===== src/common/mwf_consts.svh =====
// Purpose: constants for the memory write and fill command engine
// Assumes: parameters arrive as little-endian 32-bit words
// Notes:   status codes other than success are local encodings
`ifndef MWF_CONSTS_SVH
`define MWF_CONSTS_SVH
`define MWF_CMD_WRITE      8'h04
`define MWF_CMD_FILL       8'h05
`define MWF_ERASED_BYTE    8'hff
`define MWF_ST_SUCCESS     32'h0000_0000
`define MWF_ST_ALIGN       32'h0000_0065
`define MWF_ST_PROTECT     32'h0000_0068
`define MWF_ST_VERIFY      32'h0000_0069
`define MWF_ST_BADCMD      32'h0000_2710
`endif


===== src/common/mwf_pkg.sv =====
// Purpose: types for the memory write and fill command engine
// Assumes: nothing
// Notes:   Gray codes along idle, run, verify, reply
package mwf_pkg;
  typedef enum logic [2:0] {
    MWF_IDLE   = 3'b000,
    MWF_RUN    = 3'b001,
    MWF_VERIFY = 3'b011,
    MWF_REPLY  = 3'b010
  } mwf_state_t;
endpackage


===== src/rtl/mwf_engine.sv =====
// Purpose: target-side engine for the memory write and fill commands
// Assumes: framing and CRC are handled upstream; memory port may hold a byte until mem_ready
// Notes:   memory byte writes stall on mem_ready; verify uses a done pulse
`timescale 1ns/1ps
`default_nettype none
`include "mwf_consts.svh"
module mwf_engine #(
  parameter int AW = 32
) (
  // Clock and reset
  input  wire logic                 clk_sys,
  input  wire logic                 sys_rst,
  // Command in
  input  wire logic                 cmd_valid,
  output logic                      cmd_ready,
  input  wire logic [7:0]           cmd_tag,
  input  wire logic [31:0]          cmd_param0,
  input  wire logic [31:0]          cmd_param1,
  input  wire logic [31:0]          cmd_param2,
  // Data phase bytes
  input  wire logic                 data_valid,
  output logic                      data_ready,
  input  wire logic [7:0]           data_byte,
  // Target classification
  output logic [AW-1:0]             probe_addr,
  input  wire logic                 probe_is_flash,
  input  wire logic                 probe_protected,
  input  wire logic                 verify_after_program_property,
  // Memory byte port
  output logic                      mem_wr,
  output logic [AW-1:0]             mem_addr,
  output logic [7:0]                mem_data,
  output logic                      mem_is_flash,
  input  wire logic                 mem_ready,
  // Program verify
  output logic                      verify_start,
  output logic [AW-1:0]             verify_addr,
  output logic [31:0]               verify_len,
  input  wire logic                 verify_done,
  input  wire logic                 verify_ok,
  // General reply
  output logic                      reply_valid,
  input  wire logic                 reply_ready,
  output logic [7:0]                reply_tag,
  output logic [31:0]               reply_status
);
  import mwf_pkg::*;

  mwf_state_t  state, next_state;
  logic        is_fill, next_is_fill;
  logic        flash, next_flash;
  logic [AW-1:0] addr, next_addr;
  logic [AW-1:0] base, next_base;
  logic [31:0] left, next_left;
  logic [31:0] pad, next_pad;
  logic [31:0] total, next_total;
  logic [31:0] pattern, next_pattern;
  logic [7:0]  tag, next_tag;
  logic [31:0] status, next_status;
  logic        vstart, next_vstart;
  logic [7:0]  wdata, next_wdata;
  logic        wr, next_wr;

  function automatic logic [31:0] round4(input logic [31:0] n);
    round4 = (n + 32'h0000_0003) & 32'hffff_fffc;
  endfunction

  // In a run the probe looks at the byte about to be raised, so a protected
  // sector is refused before any of its bytes reaches the memory port
  assign probe_addr   = (state == MWF_IDLE) ? cmd_param0[AW-1:0] :
                        (wr && mem_ready)   ? addr + AW'(1) : addr;
  assign cmd_ready    = (state == MWF_IDLE);
  // Data is only drained for writes with bytes left and no store left waiting on mem_ready
  assign data_ready   = (state == MWF_RUN) && !is_fill && (left != 32'h0) &&
                        (!wr || mem_ready) && !(flash && probe_protected);
  assign mem_addr     = addr;
  assign mem_data     = wdata;
  assign mem_wr       = wr;
  assign mem_is_flash = flash;
  assign verify_start = vstart;
  assign verify_addr  = base;
  assign verify_len   = total;
  assign reply_valid  = (state == MWF_REPLY);
  assign reply_tag    = tag;
  assign reply_status = status;

  always_comb begin
    next_state   = state;
    next_is_fill = is_fill;
    next_flash   = flash;
    next_addr    = addr;
    next_base    = base;
    next_left    = left;
    next_pad     = pad;
    next_total   = total;
    next_pattern = pattern;
    next_tag     = tag;
    next_status  = status;
    next_vstart  = 1'b0;
    next_wdata   = wdata;
    next_wr      = wr;
    if (wr && mem_ready) begin
      next_wr   = 1'b0;
      next_addr = addr + AW'(1);
    end
    case (state)
      MWF_IDLE: begin
        if (cmd_valid) begin
          next_tag     = cmd_tag;
          next_is_fill = (cmd_tag == `MWF_CMD_FILL);
          next_flash   = probe_is_flash;
          next_addr    = cmd_param0[AW-1:0];
          next_base    = cmd_param0[AW-1:0];
          next_left    = cmd_param1;
          next_pattern = cmd_param2;
          // Flash counts padded to a word; RAM keeps exact length
          next_pad     = probe_is_flash ? round4(cmd_param1) - cmd_param1 : 32'h0;
          next_total   = probe_is_flash ? round4(cmd_param1) : cmd_param1;
          next_status  = `MWF_ST_SUCCESS;
          if (cmd_tag != `MWF_CMD_WRITE && cmd_tag != `MWF_CMD_FILL) begin
            next_status = `MWF_ST_BADCMD;
            next_state  = MWF_REPLY;
          end else if (probe_is_flash && cmd_param0[1:0] != 2'b00) begin
            next_status = `MWF_ST_ALIGN;
            next_state  = MWF_REPLY;
          end else if (probe_is_flash && probe_protected) begin
            next_status = `MWF_ST_PROTECT;
            next_state  = MWF_REPLY;
          end else begin
            next_state  = MWF_RUN;
          end
        end
      end
      MWF_RUN: begin
        if (!wr || mem_ready) begin
          if (flash && probe_protected && (left != 32'h0 || pad != 32'h0)) begin
            // Crossing into a protected sector aborts before the byte lands
            next_wr     = 1'b0;
            next_status = `MWF_ST_PROTECT;
            next_state  = MWF_REPLY;
          end else if (left != 32'h0) begin
            if (is_fill) begin
              next_wdata = pattern[8*next_addr[1:0] +: 8];
              next_wr    = 1'b1;
              next_left  = left - 32'h1;
            end else if (data_valid) begin
              next_wdata = data_byte;
              next_wr    = 1'b1;
              next_left  = left - 32'h1;
            end
          end else if (pad != 32'h0) begin
            next_wdata = `MWF_ERASED_BYTE;
            next_wr    = 1'b1;
            next_pad   = pad - 32'h1;
          end else if (flash && verify_after_program_property) begin
            next_vstart = 1'b1;
            next_state  = MWF_VERIFY;
          end else begin
            next_state  = MWF_REPLY;
          end
        end
      end
      MWF_VERIFY: begin
        if (verify_done) begin
          next_status = verify_ok ? `MWF_ST_SUCCESS : `MWF_ST_VERIFY;
          next_state  = MWF_REPLY;
        end
      end
      MWF_REPLY: begin
        if (reply_ready) begin
          next_state = MWF_IDLE;
        end
      end
      default: next_state = MWF_IDLE;
    endcase
  end

  always_ff @(posedge clk_sys) begin
    if (sys_rst) begin
      state   <= MWF_IDLE;
      is_fill <= 1'b0;
      flash   <= 1'b0;
      addr    <= '0;
      base    <= '0;
      left    <= 32'h0;
      pad     <= 32'h0;
      total   <= 32'h0;
      pattern <= 32'h0;
      tag     <= 8'h00;
      status  <= 32'h0;
      vstart  <= 1'b0;
      wdata   <= 8'h00;
      wr      <= 1'b0;
    end else begin
      state   <= next_state;
      is_fill <= next_is_fill;
      flash   <= next_flash;
      addr    <= next_addr;
      base    <= next_base;
      left    <= next_left;
      pad     <= next_pad;
      total   <= next_total;
      pattern <= next_pattern;
      tag     <= next_tag;
      status  <= next_status;
      vstart  <= next_vstart;
      wdata   <= next_wdata;
      wr      <= next_wr;
    end
  end

  ////////////////////////////////////////////////////////////////////////////
  // Assertions
  misalign_refused_a: assert property (@(posedge clk_sys) disable iff (sys_rst)
    (state == MWF_IDLE && cmd_valid && probe_is_flash && cmd_param0[1:0] != 2'b00 &&
     (cmd_tag == `MWF_CMD_WRITE || cmd_tag == `MWF_CMD_FILL))
    |=> (state == MWF_REPLY && reply_status == `MWF_ST_ALIGN))
    else $error("misaligned flash start not refused");
  protect_refused_a: assert property (@(posedge clk_sys) disable iff (sys_rst)
    (state == MWF_IDLE && cmd_valid && probe_is_flash && probe_protected &&
     cmd_param0[1:0] == 2'b00 && cmd_tag == `MWF_CMD_WRITE) |=> (state == MWF_REPLY && !mem_wr))
    else $error("protected flash write not refused");
  pad_value_a: assert property (@(posedge clk_sys) disable iff (sys_rst)
    (state == MWF_RUN && $past(state) == MWF_RUN && flash && pad != $past(pad))
    |-> (mem_wr && mem_data == `MWF_ERASED_BYTE))
    else $error("pad byte not erased value");
  ram_no_pad_a: assert property (@(posedge clk_sys) disable iff (sys_rst)
    (state == MWF_RUN && !flash) |-> pad == 32'h0)
    else $error("RAM transfer padded");
  verify_issued_a: assert property (@(posedge clk_sys) disable iff (sys_rst)
    (state == MWF_RUN && flash && verify_after_program_property && (!wr || mem_ready) &&
     left == 32'h0 && pad == 32'h0) |=> (verify_start && state == MWF_VERIFY))
    else $error("verify not started");
  fill_no_data_a: assert property (@(posedge clk_sys) disable iff (sys_rst)
    (state == MWF_RUN && is_fill) |-> !data_ready)
    else $error("fill drained data");
  fill_pattern_a: assert property (@(posedge clk_sys) disable iff (sys_rst)
    (state == MWF_RUN && is_fill && mem_wr) |-> mem_data == pattern[8*mem_addr[1:0] +: 8])
    else $error("fill byte not from pattern");
  data_count_a: assert property (@(posedge clk_sys) disable iff (sys_rst)
    (data_valid && data_ready) |=> left == $past(left) - 32'h1)
    else $error("data byte not counted");
  reply_held_a: assert property (@(posedge clk_sys) disable iff (sys_rst)
    (reply_valid && !reply_ready) |=> (reply_valid && $stable(reply_status)))
    else $error("reply dropped before taken");
  cmd_word_a: assert property (@(posedge clk_sys) disable iff (sys_rst)
    (cmd_valid && cmd_ready && cmd_tag == `MWF_CMD_WRITE) |=> base == $past(cmd_param0[AW-1:0]))
    else $error("start address not captured");
  write_done_c: cover property (@(posedge clk_sys) disable iff (sys_rst)
    reply_valid && reply_tag == `MWF_CMD_WRITE && reply_status == `MWF_ST_SUCCESS);
  fill_done_c: cover property (@(posedge clk_sys) disable iff (sys_rst)
    reply_valid && reply_tag == `MWF_CMD_FILL && reply_status == `MWF_ST_SUCCESS);
  verify_run_c: cover property (@(posedge clk_sys) disable iff (sys_rst) verify_start);
  pad_run_c: cover property (@(posedge clk_sys) disable iff (sys_rst)
    mem_wr && mem_data == `MWF_ERASED_BYTE && flash && left == 32'h0);
endmodule
`default_nettype wire


===== config.mk =====
export PLATFORM = sky130hd
export DESIGN_NAME = mwf_engine
export DESIGN_NICKNAME = d
export VERILOG_FILES = /design/src/common/mwf_pkg.sv /design/src/rtl/mwf_engine.sv
export VERILOG_INCLUDE_DIRS = /design/src /design/src/common
export SDC_FILE = /design/constraint.sdc
export NUM_CORES = 1
export LEC_CHECK = 0
export ABC_AREA = 0
export BUFFER_PORTS_ARGS = -buffer_cell sky130_fd_sc_hd__buf_2
export CORE_MARGIN = 2
export CORE_UTILIZATION = 60
export CTS_CLUSTER_SIZE = 30
export DETAILED_ROUTE_END_ITERATION = 8
export PLACE_DENSITY = 0.88
export SETUP_SLACK_MARGIN = 0.5
export SYNTH_ARGS = -nofsm -noshare
export SYNTH_HDL_FRONTEND = slang
export SYNTH_SLANG_ARGS = --single-unit

===== constraint.sdc =====
create_clock -name clk_sys -period 11.4 [get_ports clk_sys]
set_clock_uncertainty 0.15 [all_clocks]
set_input_delay 0.57 -clock clk_sys [delete_from_list [all_inputs] [get_ports clk_sys]]
set_output_delay 0.57 -clock clk_sys [all_outputs]
set_load 0.1 [all_outputs]

==> out/metrics.sh, run 1 <==
STATUS='completed'
POST-DP-HPWL_UM=31800
WHS_PS=112
INITIAL_CORE_UTIL=0.608
GRT_START_MAX_NET_PINS=99
SYNTH_AREA_SQ_UM=13700
STDCELL_COUNT=2389
CRITICAL_PATH.ENDPOINT_TYPE='output port'
YOSYS_WARNINGS=0
DESIGN.DIE.AREA_SQ_UM=24100
LAYOUT.CELL_AREA.NON_FILLER_SQ_UM=15800
CLK-INSERTION-DELAY-LATE_PS=540
SLEW_OF_THE_PIN_WITH_THE_LOWEST_SLEW_MARGIN_PS=1070
FINAL_CRITICAL_PATH_SETUP_SLACK_PS=6390
GRT.OVERFLOW.TOTAL=0
R2R_SLACK_PS=7580
FIN_CRIT_SH=0.440
FP.DIEH_UM=155
WORST_R2R_PATH_CELLS=11
CPMOSTUSEDCELL='sky130_fd_sc_hd__nand3_1'
NUMCLOCKSINKS=219
PLACE_INST=2343
DETAIL-ROUTE-ANTENNA-NETS=0
USE_MET3=0.0574
REPORT.FINAL.SLEW_VIOL_COUNT=0
DETAIL_ROUTE.VIAS_PER_CELL=6.28
NUMBER_OF_DISTINCT_STANDARD_CELLS_REFERENCED_BY_THE_SYNTHESIZED_NETLIST=89
SLEW_HR=0.286
SYN2LAYOUT_AREA_GROWTH_PCT=15.1
YS.FLOP_TYPE='sky130_fd_sc_hd__dfxtp_1'
POWER_PER_CELL_AREA_nW_PER_UM2=163
MAX-CLOCK-PATH-BUFFERS=3
SYNTH-SEQ-AREA-SHARE=0.319
WORST_PATH_CLASS_SETUP='reg2out'
PATH_CELLS='nand3_1 -> nor2_1 -> nand3_1 -> nor4_1 -> nor2b_1 -> nor3b_1 -> nand3_1 -> xor2_1 -> a21oi_1 -> buf_2'
NUMBER_OF_REMAINING_DRC_ERRORS=0
ANTENNA_FOUND_INITIAL=6
HOLD_BUFFERS=0
CPLARGESTDELAYFAMILY='simple AND/OR/NAND/NOR gates'
CRITPATHLAUNCH='mem_wr$_SDFF_PP0_'
CRITPATHBUFINV=1
SYNTH_TOP_AREA_CELL='sky130_fd_sc_hd__dfxtp_1'
TIMING.FINAL.CRIT_PERIOD_PS=5010
VIAS_IN_THE_FIRST_GLOBAL_ROUTE=13300
SYNTH-EDFF-COUNT=0
FINALCOREUTILIZATION=0.700
DETAIL_ROUTE.ITER0.VIOLATIONS=1970
GLOBAL_ROUTE_WIRE_LENGTH_BEFORE_REPAIR_UM=69500
ARRIVAL_PS=4290
GRT_USE_MET2=0.577
POSTCTSSETUPREPAIRBUFS=0
PORTBUFFERS=282
SYNTH.CELLS.MOST_FREQUENT='sky130_fd_sc_hd__nand2_1 (329), sky130_fd_sc_hd__a21oi_1 (230), sky130_fd_sc_hd__dfxtp_1 (219), sky130_fd_sc_hd__nor2_1 (191), sky130_fd_sc_hd__clkbuf_1 (99)'
PLACE_WS_PS=6350
SETUP_VIOL_COUNT_FINAL=0
CP_DATA_REQUIRED_TIME_PS=10680
SYNTHTOPCELLSBYAREA='sky130_fd_sc_hd__dfxtp_1 (32%), sky130_fd_sc_hd__nand2_1 (9.0%), sky130_fd_sc_hd__a21oi_1 (8.4%)'
POST_CTS_RESIZED=0
CRITICAL_PATH_DEPTH=10
REGISTER_CLOCK_PIN_SLEW_ON_THE_REPORTED_WORST_SETUP_AND_HOLD_PATHS_PS=60
FINALWEIGHTEDCONGESTION=0.961
SYNTH_SEQ_CELLS=219
DESIGN.FINAL.NETS=2240
CLOCK-ROOT-BUFFER='sky130_fd_sc_hd__clkbuf_16'
POST_SYNTHESIS_ASYNC_SET_OR_RESET_FLOP_SHARE=0
MAX_CAP_VIOL_COUNT=0
VDD.IR_DROP.WORST_mV=0.114
POST-SYNTH-TOP-AREA-FRACTION=0.319
WIRE_PER_INST_UM=18.8
DIE_W_UM=155
CORE_SQ_UM=22600
SYN_INST=1895
GRT_UTIL_MET1=0.449
STARTPOINT_TYPES='flip-flop'
GRT_USAGE=0.349
TRITONCTS.NUM_BUFFERS=25
ROUTED_WL_UM=44900
POWER_LEAKAGE_nW=6.63
TOTALNEGATIVESETUPSLACK_PS=0
CLASS_OF_THE_MOST_CRITICAL_HOLD_TIMING_PATH='in2reg'
CRIT_SLOWEST_CELL='sky130_fd_sc_hd__nor4_1'
VIA_TOTAL_AFTER_DETAILED_ROUTING=15000
TIMING.FMAX_MHz=199
TIMING.FINAL.HOLD_VIOLATIONS=0
ENDPOINT='probe_addr[31]'
SYNTH_MOST_COMMON_CELL='sky130_fd_sc_hd__nand2_1'
MEAN_SYN_CELL_AREA_SQ_UM=7.25
RSZ0062_AT_GRT='false'
TOP_LEVEL_PORTS=305
SLOWEST_DELAY_PS=870
TOTAL_POWER_mW=2.57
LAYOUT-DRIVE-GT1-SHARE=0.180
STD_CELL_ROWS=55
WORST_R2R_DST='pad[27]$_SDFFE_PP0P_'
DRT_PASS1_ITERATIONS=8
PLACED_CELL_AREA_SQ_UM=15000
CRIT_PATH_MAX_FANOUT=5
R2R_START='left[0]$_SDFFE_PP0P_'
CTS_TREE='done'
CTS-HTREE-LEVELS=1
TOP_USAGE_LAYER='met2'
[sequential cells by signal, indices dropped and copies added, names as in the netlist, 8 cells and up]
| signal | flops |
|---|---|
| mem_addr | 32 |
| verify_addr | 32 |
| mem_data | 8 |
| verify_len | 32 |
| pad | 32 |
| reply_tag | 8 |
| left | 32 |
| pattern | 32 |
[layout by cell type (no fill, tap or decap), types with 39 or more instances in the layout]
master / n
sky130_fd_sc_hd__inv_1: 61
sky130_fd_sc_hd__nor2_1: 191
sky130_fd_sc_hd__xor2_1: 52
sky130_fd_sc_hd__dfxtp_1: 219
sky130_fd_sc_hd__buf_2: 281
sky130_fd_sc_hd__a211oi_1: 42
sky130_fd_sc_hd__nand2_1: 328
sky130_fd_sc_hd__o21ai_0: 88
sky130_fd_sc_hd__a21oi_1: 229
sky130_fd_sc_hd__xnor2_1: 39
sky130_fd_sc_hd__nand3_1: 46
sky130_fd_sc_hd__nor3_1: 49
[final cells by class]
type / instances / area (sq um)
Sequential cell: 219 / 4380
Clock buffer: 35 / 713
Clock inverter: 7 / 77.6
Tap cell: 285 / 357
Inverter: 61 / 229
Antenna cell: 4 / 10.0
Fill cell: 1844 / 6770
Timing Repair Buffer: 296 / 1520
Multi-Input combinational cell: 1482 / 8510
[worst register-to-register path, stage by stage, from the launching register on]
cell	delay [ps]
sky130_fd_sc_hd__dfxtp_1	320
sky130_fd_sc_hd__inv_1	90
sky130_fd_sc_hd__ha_1	240
sky130_fd_sc_hd__or4b_1	510
sky130_fd_sc_hd__nor4_1	390
sky130_fd_sc_hd__nand4_1	240
sky130_fd_sc_hd__a221o_1	370
sky130_fd_sc_hd__a21o_1	520
sky130_fd_sc_hd__nor2_2	420
sky130_fd_sc_hd__a21oi_1	110
sky130_fd_sc_hd__or3_1	330
sky130_fd_sc_hd__nand3_1	70
[report_power, final]
part / leakage (nW) / switching (mW) / internal, mW / total, mW
clock: 0.390 / 0.329 / 0.458 / 0.787
combinational: 4.44 / 0.737 / 0.179 / 0.915
sequential: 1.80 / 0.0490 / 0.823 / 0.872
[how the worst min path moves through the flow]
stage                                start                           to  slack, ps  cells after the start
6_report                    cmd_param2[29]     pattern[29]$_SDFFE_PP0P_        110                      3
5_1_grt                      cmd_param2[3]      pattern[3]$_SDFFE_PP0P_        110                      3
4_1_cts                     cmd_param2[29]     pattern[29]$_SDFFE_PP0P_        100                      3
3_5_place_dp   verify_len[28]$_SDFFE_PP0P_  verify_len[28]$_SDFFE_PP0P_        290                      2
3_3_place_gp   verify_len[13]$_SDFFE_PP0P_  verify_len[13]$_SDFFE_PP0P_        290                      2
2_1_floorplan     pattern[16]$_SDFFE_PP0P_     pattern[16]$_SDFFE_PP0P_        280                      2
[layer usage]
metal	vias up	share of wire
met5	-	0.00025
met4	2	0.049
met3	149	0.092
met2	837	0.46
met1	6968	0.40
li1	7037	-
[cell families after synthesis]
group / Yosys count / share of synthesized area
adder cells (fa/ha/maj): 32 / 0.0292
flip-flops: 219 / 0.319
buffers and inverters: 215 / 0.0690
other: 1 / 0.000273
AND/OR/NAND/NOR: 763 / 0.254
AO/OA/AOI/OAI: 530 / 0.238
multiplexers: 43 / 0.0323
XOR/XNOR: 92 / 0.0587
(Power assumes the default switching activity.)
==> run 2, diff against run 1 <==
Settings changed: CORE_UTILIZATION 60 to 50, PLACE_DENSITY 0.88 to 0.78.
Clock period 11.4 ns to 4.5 ns, I/O delays scaled along.
==> out/metrics.sh, run 2 (synthesized netlist as in run 1, its figures left out) <==
MAX_CAP_VIOL_COUNT=0  # unchanged
TRITONCTS.NUM_BUFFERS=25  # unchanged
POWER_LEAKAGE_nW=7.20  # +8.7%
TOTALNEGATIVESETUPSLACK_PS=0  # unchanged
FP.DIEH_UM=170  # +9.3%
POSTCTSSETUPREPAIRBUFS=0  # unchanged
SETUP_VIOL_COUNT_FINAL=0  # unchanged
REPORT.FINAL.SLEW_VIOL_COUNT=0  # unchanged
STATUS='completed'
CRITPATHBUFINV=2  # +1
FIN_CRIT_SH=0.873
ANTENNA_FOUND_INITIAL=3  # -3
CP_DATA_REQUIRED_TIME_PS=4120  # -6560 ps
RSZ0062_AT_GRT='false'
INITIAL_CORE_UTIL=0.510  # -0.0989
POST-DP-HPWL_UM=33000  # +3.6%
NUM-FILL-CELLS=2236  # +21%
SLEW_OF_THE_PIN_WITH_THE_LOWEST_SLEW_MARGIN_PS=1100  # +27.2 ps
CTS-HTREE-LEVELS=1  # unchanged
CLOCK-ROOT-BUFFER='sky130_fd_sc_hd__clkbuf_16'
DRT_PASS1_ITERATIONS=7  # -1
PORTBUFFERS=282  # unchanged
GRT_USAGE=0.319  # -0.0301
TIMING.FINAL.CRIT_PERIOD_PS=3930
NUMBER_OF_REMAINING_DRC_ERRORS=0  # unchanged
LAYOUT-DRIVE-GT1-SHARE=0.191  # +0.0104
SLOWEST_DELAY_PS=730  # -140 ps
R2R_START='left[0]$_SDFFE_PP0P_'
CRIT_PATH_MAX_FANOUT=7  # +2
STD_CELL_ROWS=60  # +9.1%
DESIGN.FINAL.NETS=2364  # +5.5%
FINALWEIGHTEDCONGESTION=0.961  # unchanged
GRT_START_MAX_NET_PINS=113  # +14%
VIAS_IN_THE_FIRST_GLOBAL_ROUTE=14300  # +7.9%
ARRIVAL_PS=3560  # -730 ps
LAYOUT.CELLS.MOST_COMMON_LIST='sky130_fd_sc_hd__nand2_1 (328), sky130_fd_sc_hd__buf_2 (279), sky130_fd_sc_hd__dfxtp_1 (216), sky130_fd_sc_hd__a21oi_1 (211), sky130_fd_sc_hd__nor2_1 (191)'
GRT.OVERFLOW.TOTAL=0  # unchanged
CRIT_SLOWEST_CELL='sky130_fd_sc_hd__or4_1'
DESIGN.DIE.AREA_SQ_UM=28800  # +19%
REGISTER_CLOCK_PIN_SLEW_ON_THE_REPORTED_WORST_SETUP_AND_HOLD_PATHS_PS=60  # about the same
TIMING.FINAL.HOLD_VIOLATIONS=0  # unchanged
HOLD_PATH.STARTPOINT='cmd_param1[21]'
DETAIL_ROUTE.ITER0.VIOLATIONS=1811  # -8.1%
CRITICAL_PATH.ENDPOINT_TYPE='output port'
CORE_SQ_UM=27000  # +19%
PATH_CELLS='inv_1 -> ha_1 -> or4b_1 -> or4_1 -> nor2_8 -> and4_1 -> nor4b_2 -> buf_2'
CPLARGESTDELAYFAMILY='simple AND/OR/NAND/NOR gates'
CTS_TREE='done'
DETAIL-ROUTE-ANTENNA-NETS=0  # unchanged
POWER_PER_CELL_AREA_nW_PER_UM2=391  # +140%
TOTAL_POWER_mW=6.75  # +160%
DETAIL_ROUTE.VIAS_PER_CELL=6.02  # -4.1%
ROUTED_WL_UM=48600  # +8.3%
VIA_TOTAL_AFTER_DETAILED_ROUTING=15500  # +3.1%
CLK-INSERTION-DELAY-LATE_PS=540  # about the same
STARTPOINT_TYPES='flip-flop'
WIRE_PER_INST_UM=18.9  # +0.65%
SYN2LAYOUT_AREA_GROWTH_PCT=25.6
NUMCLOCKSINKS=219  # unchanged
GLOBAL_ROUTE_WIRE_LENGTH_BEFORE_REPAIR_UM=74800  # +7.6%
CRITPATHLAUNCH='left[0]$_SDFFE_PP0P_'
VDD.IR_DROP.WORST_mV=0.344  # +200%
MAX-CLOCK-PATH-BUFFERS=3  # unchanged
WHS_PS=14.7  # -97.4 ps
CLASS_OF_THE_MOST_CRITICAL_HOLD_TIMING_PATH='in2reg'
WORST_PATH_CLASS_SETUP='reg2out'
SLEW_HR=0.268  # -0.0181
DIE_W_UM=170  # +9.3%
TIMING.FMAX_MHz=254
MOSTFREQUENTLAYOUTCELL='sky130_fd_sc_hd__nand2_1'
TOP_LEVEL_PORTS=305  # unchanged
-- run 2: changes by cell type in the layout (fill, tap and decap cells not counted), sizes merged --
cell | previous run | this run
diode | 4 | 2
clkinv | 4 | 1
dlygate4sd3 | 0 | 107
clkbuf | 35 | 41
buf | 296 | 311
clkinvlp | 1 | 3
-- run 2: through the flow --
stage	setup slack (ps)	instances	area, sq um	util
after floorplan	410	1916	13900	-
after global placement	364	2416	15300	0.567
after detailed placement	188	2416	15300	0.567
after CTS	565	2568	17200	0.639
after global routing	497	2570	17200	0.640
final	570	2570	17200	0.640
-- run 2: layer usage --
layer,global-route usage,up-vias,share of wire
li1,-,7279,-
met1,0.394,7178,0.40
met2,0.534,833,0.47
met3,0.0562,172,0.080
met4,0.161,2,0.051
met5,0,-,0.00027
-- run 2: report_power, final --
| part | leakage [nW] | total [mW] | internal, mW | switching [mW] |
|---|---|---|---|---|
| logic | 5.00 | 2.45 | 0.533 | 1.91 |
| registers | 1.80 | 2.21 | 2.09 | 0.124 |
| clock network | 0.407 | 2.09 | 1.23 | 0.856 |
| total | 7.20 | 6.75 | 3.85 | 2.89 |
-- run 2: final timing paths --
path	end	slack, ps	cells after the start
min	left[21]$_SDFFE_PP0P_	10	3
max	data_ready	570	8
max reg2reg	mem_data[3]$_SDFFE_PP0P_	700	11
min reg2reg	verify_len[16]$_SDFFE_PP0P_	300	2
-- run 2: final cells by class --
cell class | count | area, sq um | area share
antenna | 2 | 5.00 | 0.000290
clock inverter | 6 | 77.6 | 0.00450
sequential | 219 | 4390 | 0.254
clock buffer | 39 | 768 | 0.0446
multi-input combinational | 1482 | 8620 | 0.500
tap | 341 | 427 | 0.0247
inverter | 61 | 229 | 0.0133
timing repair buffer | 420 | 2730 | 0.158
-- run 2: worst min-delay path, cell delays in order --
cell	delay, ps
sky130_fd_sc_hd__buf_2	170
sky130_fd_sc_hd__o22ai_1	170
sky130_fd_sc_hd__a211oi_1	80
-- run 2: repair_timing --
| action | CTS | global route |
|---|---|---|
| cloned | 0 | 0 |
| setup endpoints to repair | 3 | 9 |
| hold buffers | 107 | 0 |
| hold endpoints to repair | 142 | 0 |
| gates resized for setup | 2 | 6 |
==> run 3, diff against run 2 <==
Settings changed: CORE_UTILIZATION 50 to 51, CTS_BUF_LIST from default to sky130_fd_sc_hd__clkbuf_4, PLACE_DENSITY 0.78 to 0.8.
==> out/metrics.sh, run 3 (synthesized netlist as in run 1, its figures left out) <==
LAYOUT.CELL_AREA.NON_FILLER_SQ_UM=17700  # +2.9%
ARRIVAL_PS=4380  # +820 ps
SLEW_HR=0.264  # -0.00435
LAYOUT-DRIVE-GT1-SHARE=0.213  # +0.0223
INITIAL_CORE_UTIL=0.514  # +0.00429
MAX_CAP_VIOL_COUNT=0  # unchanged
VDD.IR_DROP.WORST_mV=0.258  # -25%
DESIGN.DIE.AREA_SQ_UM=28300  # -1.9%
DIE_W_UM=168  # -0.96%
ROUTED_WL_UM=50700  # +4.4%
MAX-CLOCK-PATH-BUFFERS=3  # unchanged
FINALCOREUTILIZATION=0.664  # +0.0242
REGISTER_CLOCK_PIN_SLEW_ON_THE_REPORTED_WORST_SETUP_AND_HOLD_PATHS_PS=70  # about the same
POWER_PER_CELL_AREA_nW_PER_UM2=366  # -6.5%
NUM-FILL-CELLS=2139  # -4.3%
STARTPOINT_TYPES='input pin'
TIMING.FINAL.CRIT_PERIOD_PS=3890  # -44.1 ps
GRT.OVERFLOW.TOTAL=0  # unchanged
WIRE_PER_INST_UM=19.0  # +0.39%
TOP_LEVEL_PORTS=305  # unchanged
TRITONCTS.NUM_BUFFERS=59  # +140%
PLACE_INST=2414  # -0.083%
SYN2LAYOUT_AREA_GROWTH_PCT=29.2
VIAS_IN_THE_FIRST_GLOBAL_ROUTE=15100  # +5.5%
DESIGN.FINAL.NETS=2443  # +3.3%
TIMING.FMAX_MHz=257  # +1.1%
NUMBER_OF_REMAINING_DRC_ERRORS=0  # unchanged
DRT_PASS1_ITERATIONS=6  # -1
CRITPATHBUFINV=4  # +2
GRT_USAGE=0.339  # +0.0198
GLOBAL_ROUTE_WIRE_LENGTH_BEFORE_REPAIR_UM=78100  # +4.4%
FINAL_CRITICAL_PATH_SETUP_SLACK_PS=614  # +44.1 ps
PLACE_WS_PS=333  # +145 ps
CTS_TREE='done'
STD_CELL_ROWS=60  # unchanged
REPORT.FINAL.SLEW_VIOL_COUNT=0  # unchanged
TIMING.FINAL.HOLD_VIOLATIONS=0  # unchanged
MOSTFREQUENTLAYOUTCELL='sky130_fd_sc_hd__nand2_1'
CRIT_SLOWEST_CELL='sky130_fd_sc_hd__dlygate4sd3_1'
FIN_CRIT_SH=0.864  # -0.00980
CLASS_OF_THE_MOST_CRITICAL_HOLD_TIMING_PATH='in2reg'
CORE_SQ_UM=26700  # -0.84%
NUMCLOCKSINKS=219  # unchanged
PATH_CELLS='dlygate4sd3_1 -> clkbuf_4 -> inv_1 -> ha_1 -> nand3b_1 -> or2_1 -> buf_4 -> nor3_1 -> ha_1 -> xnor2_2 -> nor4_2 -> o2111ai_1 -> o2111ai_1 -> o31a_1 -> o211a_1 -> o21ai_0 -> o21a_1 -> o311ai_2'
PORTBUFFERS=282  # unchanged
CRIT_PATH_MAX_FANOUT=8  # +1
POST-DP-HPWL_UM=32400  # -1.8%
RSZ0062_AT_GRT='true'
CLOCK-ROOT-BUFFER='sky130_fd_sc_hd__clkbuf_4'
STDCELL_COUNT=2672  # +4.0%
WORST_PATH_CLASS_SETUP='in2reg'
STATUS='completed'
SETUP_VIOL_COUNT_FINAL=0  # unchanged
POWER_LEAKAGE_nW=7.51  # +4.2%
TOTALNEGATIVESETUPSLACK_PS=0  # unchanged
CRITICAL_PATH.ENDPOINT_TYPE='flip-flop'
CLK-INSERTION-DELAY-LATE_PS=750  # +210 ps
SLOWEST_DELAY_PS=530  # -200 ps
DETAIL_ROUTE.VIAS_PER_CELL=6.07  # +0.80%
ANTENNA_FOUND_INITIAL=4  # +1
CP_DATA_REQUIRED_TIME_PS=4990  # +870 ps
SEQUENTIAL_CELL_AREA_SQ_UM=4390  # unchanged
CPLARGESTDELAYFAMILY='compound AO/OA/AOI/OAI gates'
SLEW_OF_THE_PIN_WITH_THE_LOWEST_SLEW_MARGIN_PS=1100  # +6.51 ps
MULTI_INPUT_AREA_SQ_UM=8760  # +1.7%
CTS-HTREE-LEVELS=2  # +1
DETAIL_ROUTE.ITER0.VIOLATIONS=2060  # +14%
LAYOUT.CELLS.MOST_COMMON_LIST='sky130_fd_sc_hd__nand2_1 (328), sky130_fd_sc_hd__buf_2 (275), sky130_fd_sc_hd__dfxtp_1 (216), sky130_fd_sc_hd__a21oi_1 (211), sky130_fd_sc_hd__nor2_1 (190)'
PLACED_CELL_AREA_SQ_UM=15300  # about the same
FINALWEIGHTEDCONGESTION=0.942  # -2.0%
VIA_TOTAL_AFTER_DETAILED_ROUTING=16200  # +4.8%
FP.DIEH_UM=168  # -0.96%
GRT_START_MAX_NET_PINS=169  # +50%
DETAIL-ROUTE-ANTENNA-NETS=0  # unchanged
-- run 3: cell types whose count changed in the layout (fill, tap and decap cells not counted), sizes merged --
cell and change:
buf +4, diode +2, bufinv -1, inv -1
clkbuf +46, clkinv +13, dlygate4sd3 +41, clkinvlp -2
-- run 3: area by class of cell --
| type | count | share of cell area |
|---|---|---|
| multi-input cells | 1482 | 0.494 |
| flip-flops and latches | 219 | 0.247 |
| repair buffers | 465 | 0.181 |
| clock buffers | 85 | 0.0360 |
| well taps | 341 | 0.0240 |
| inverters | 61 | 0.0129 |
| clock inverters | 15 | 0.00444 |
| diodes | 4 | 0.000564 |
-- run 3: path summary, 6_finish.rpt --
check                                   start                      endpoint  slack, ps  cells past startpoint
setup / recovery                cmd_param1[0]          pad[31]$_SDFFE_PP0P_        610                     18
setup reg to reg         left[0]$_SDFFE_PP0P_  reply_status[3]$_SDFFE_PP0P_        700                     11
hold reg to reg   verify_len[28]$_SDFFE_PP0P_   verify_len[28]$_SDFFE_PP0P_        300                      2
hold / removal                      cmd_valid          pad[21]$_SDFFE_PP0P_         50                      4
-- run 3: what timing repair did --
action,in CTS,in global routing
setup buffers,0,6
pin swaps,0,6
resized for setup,8,29
endpoints found under the hold margin,213,0
endpoints found under the setup margin,7,15
hold buffers,148,0
-- run 3: per-stage QoR --
stage	hold slack (ps)	total power, mW
CTS	0.449	6.42
floorplan	204	4.11
global placement	288	4.54
detailed placement	293	4.57
finish	51.6	6.49
global route	60.5	6.75
-- run 3: report_power, final --
part           internal, mW  switching (mW)
clock network         0.865           0.895
registers              2.08           0.129
logic                 0.577            1.94
-- run 3: metal layers --
metal / GRT usage / wire length, um / part of all wire
met2: 0.557 / 23400 / 0.46
met5: 0 / 0 / 0
met3: 0.0654 / 4830 / 0.095
met1: 0.411 / 19300 / 0.38
met4: 0.207 / 3180 / 0.063
-- run 3: worst register-to-register path, stage by stage (launching register included) --
cell and delay [ps]:
sky130_fd_sc_hd__dfxtp_1 330, sky130_fd_sc_hd__inv_1 100, sky130_fd_sc_hd__ha_1 250, sky130_fd_sc_hd__or4b_1 520, sky130_fd_sc_hd__or4_4 630, sky130_fd_sc_hd__nor2_8 160, sky130_fd_sc_hd__and4_4 310, sky130_fd_sc_hd__a31oi_1 130
sky130_fd_sc_hd__a31oi_1 200, sky130_fd_sc_hd__o21a_2 210, sky130_fd_sc_hd__a221oi_1 100, sky130_fd_sc_hd__dlygate4sd3_1 600
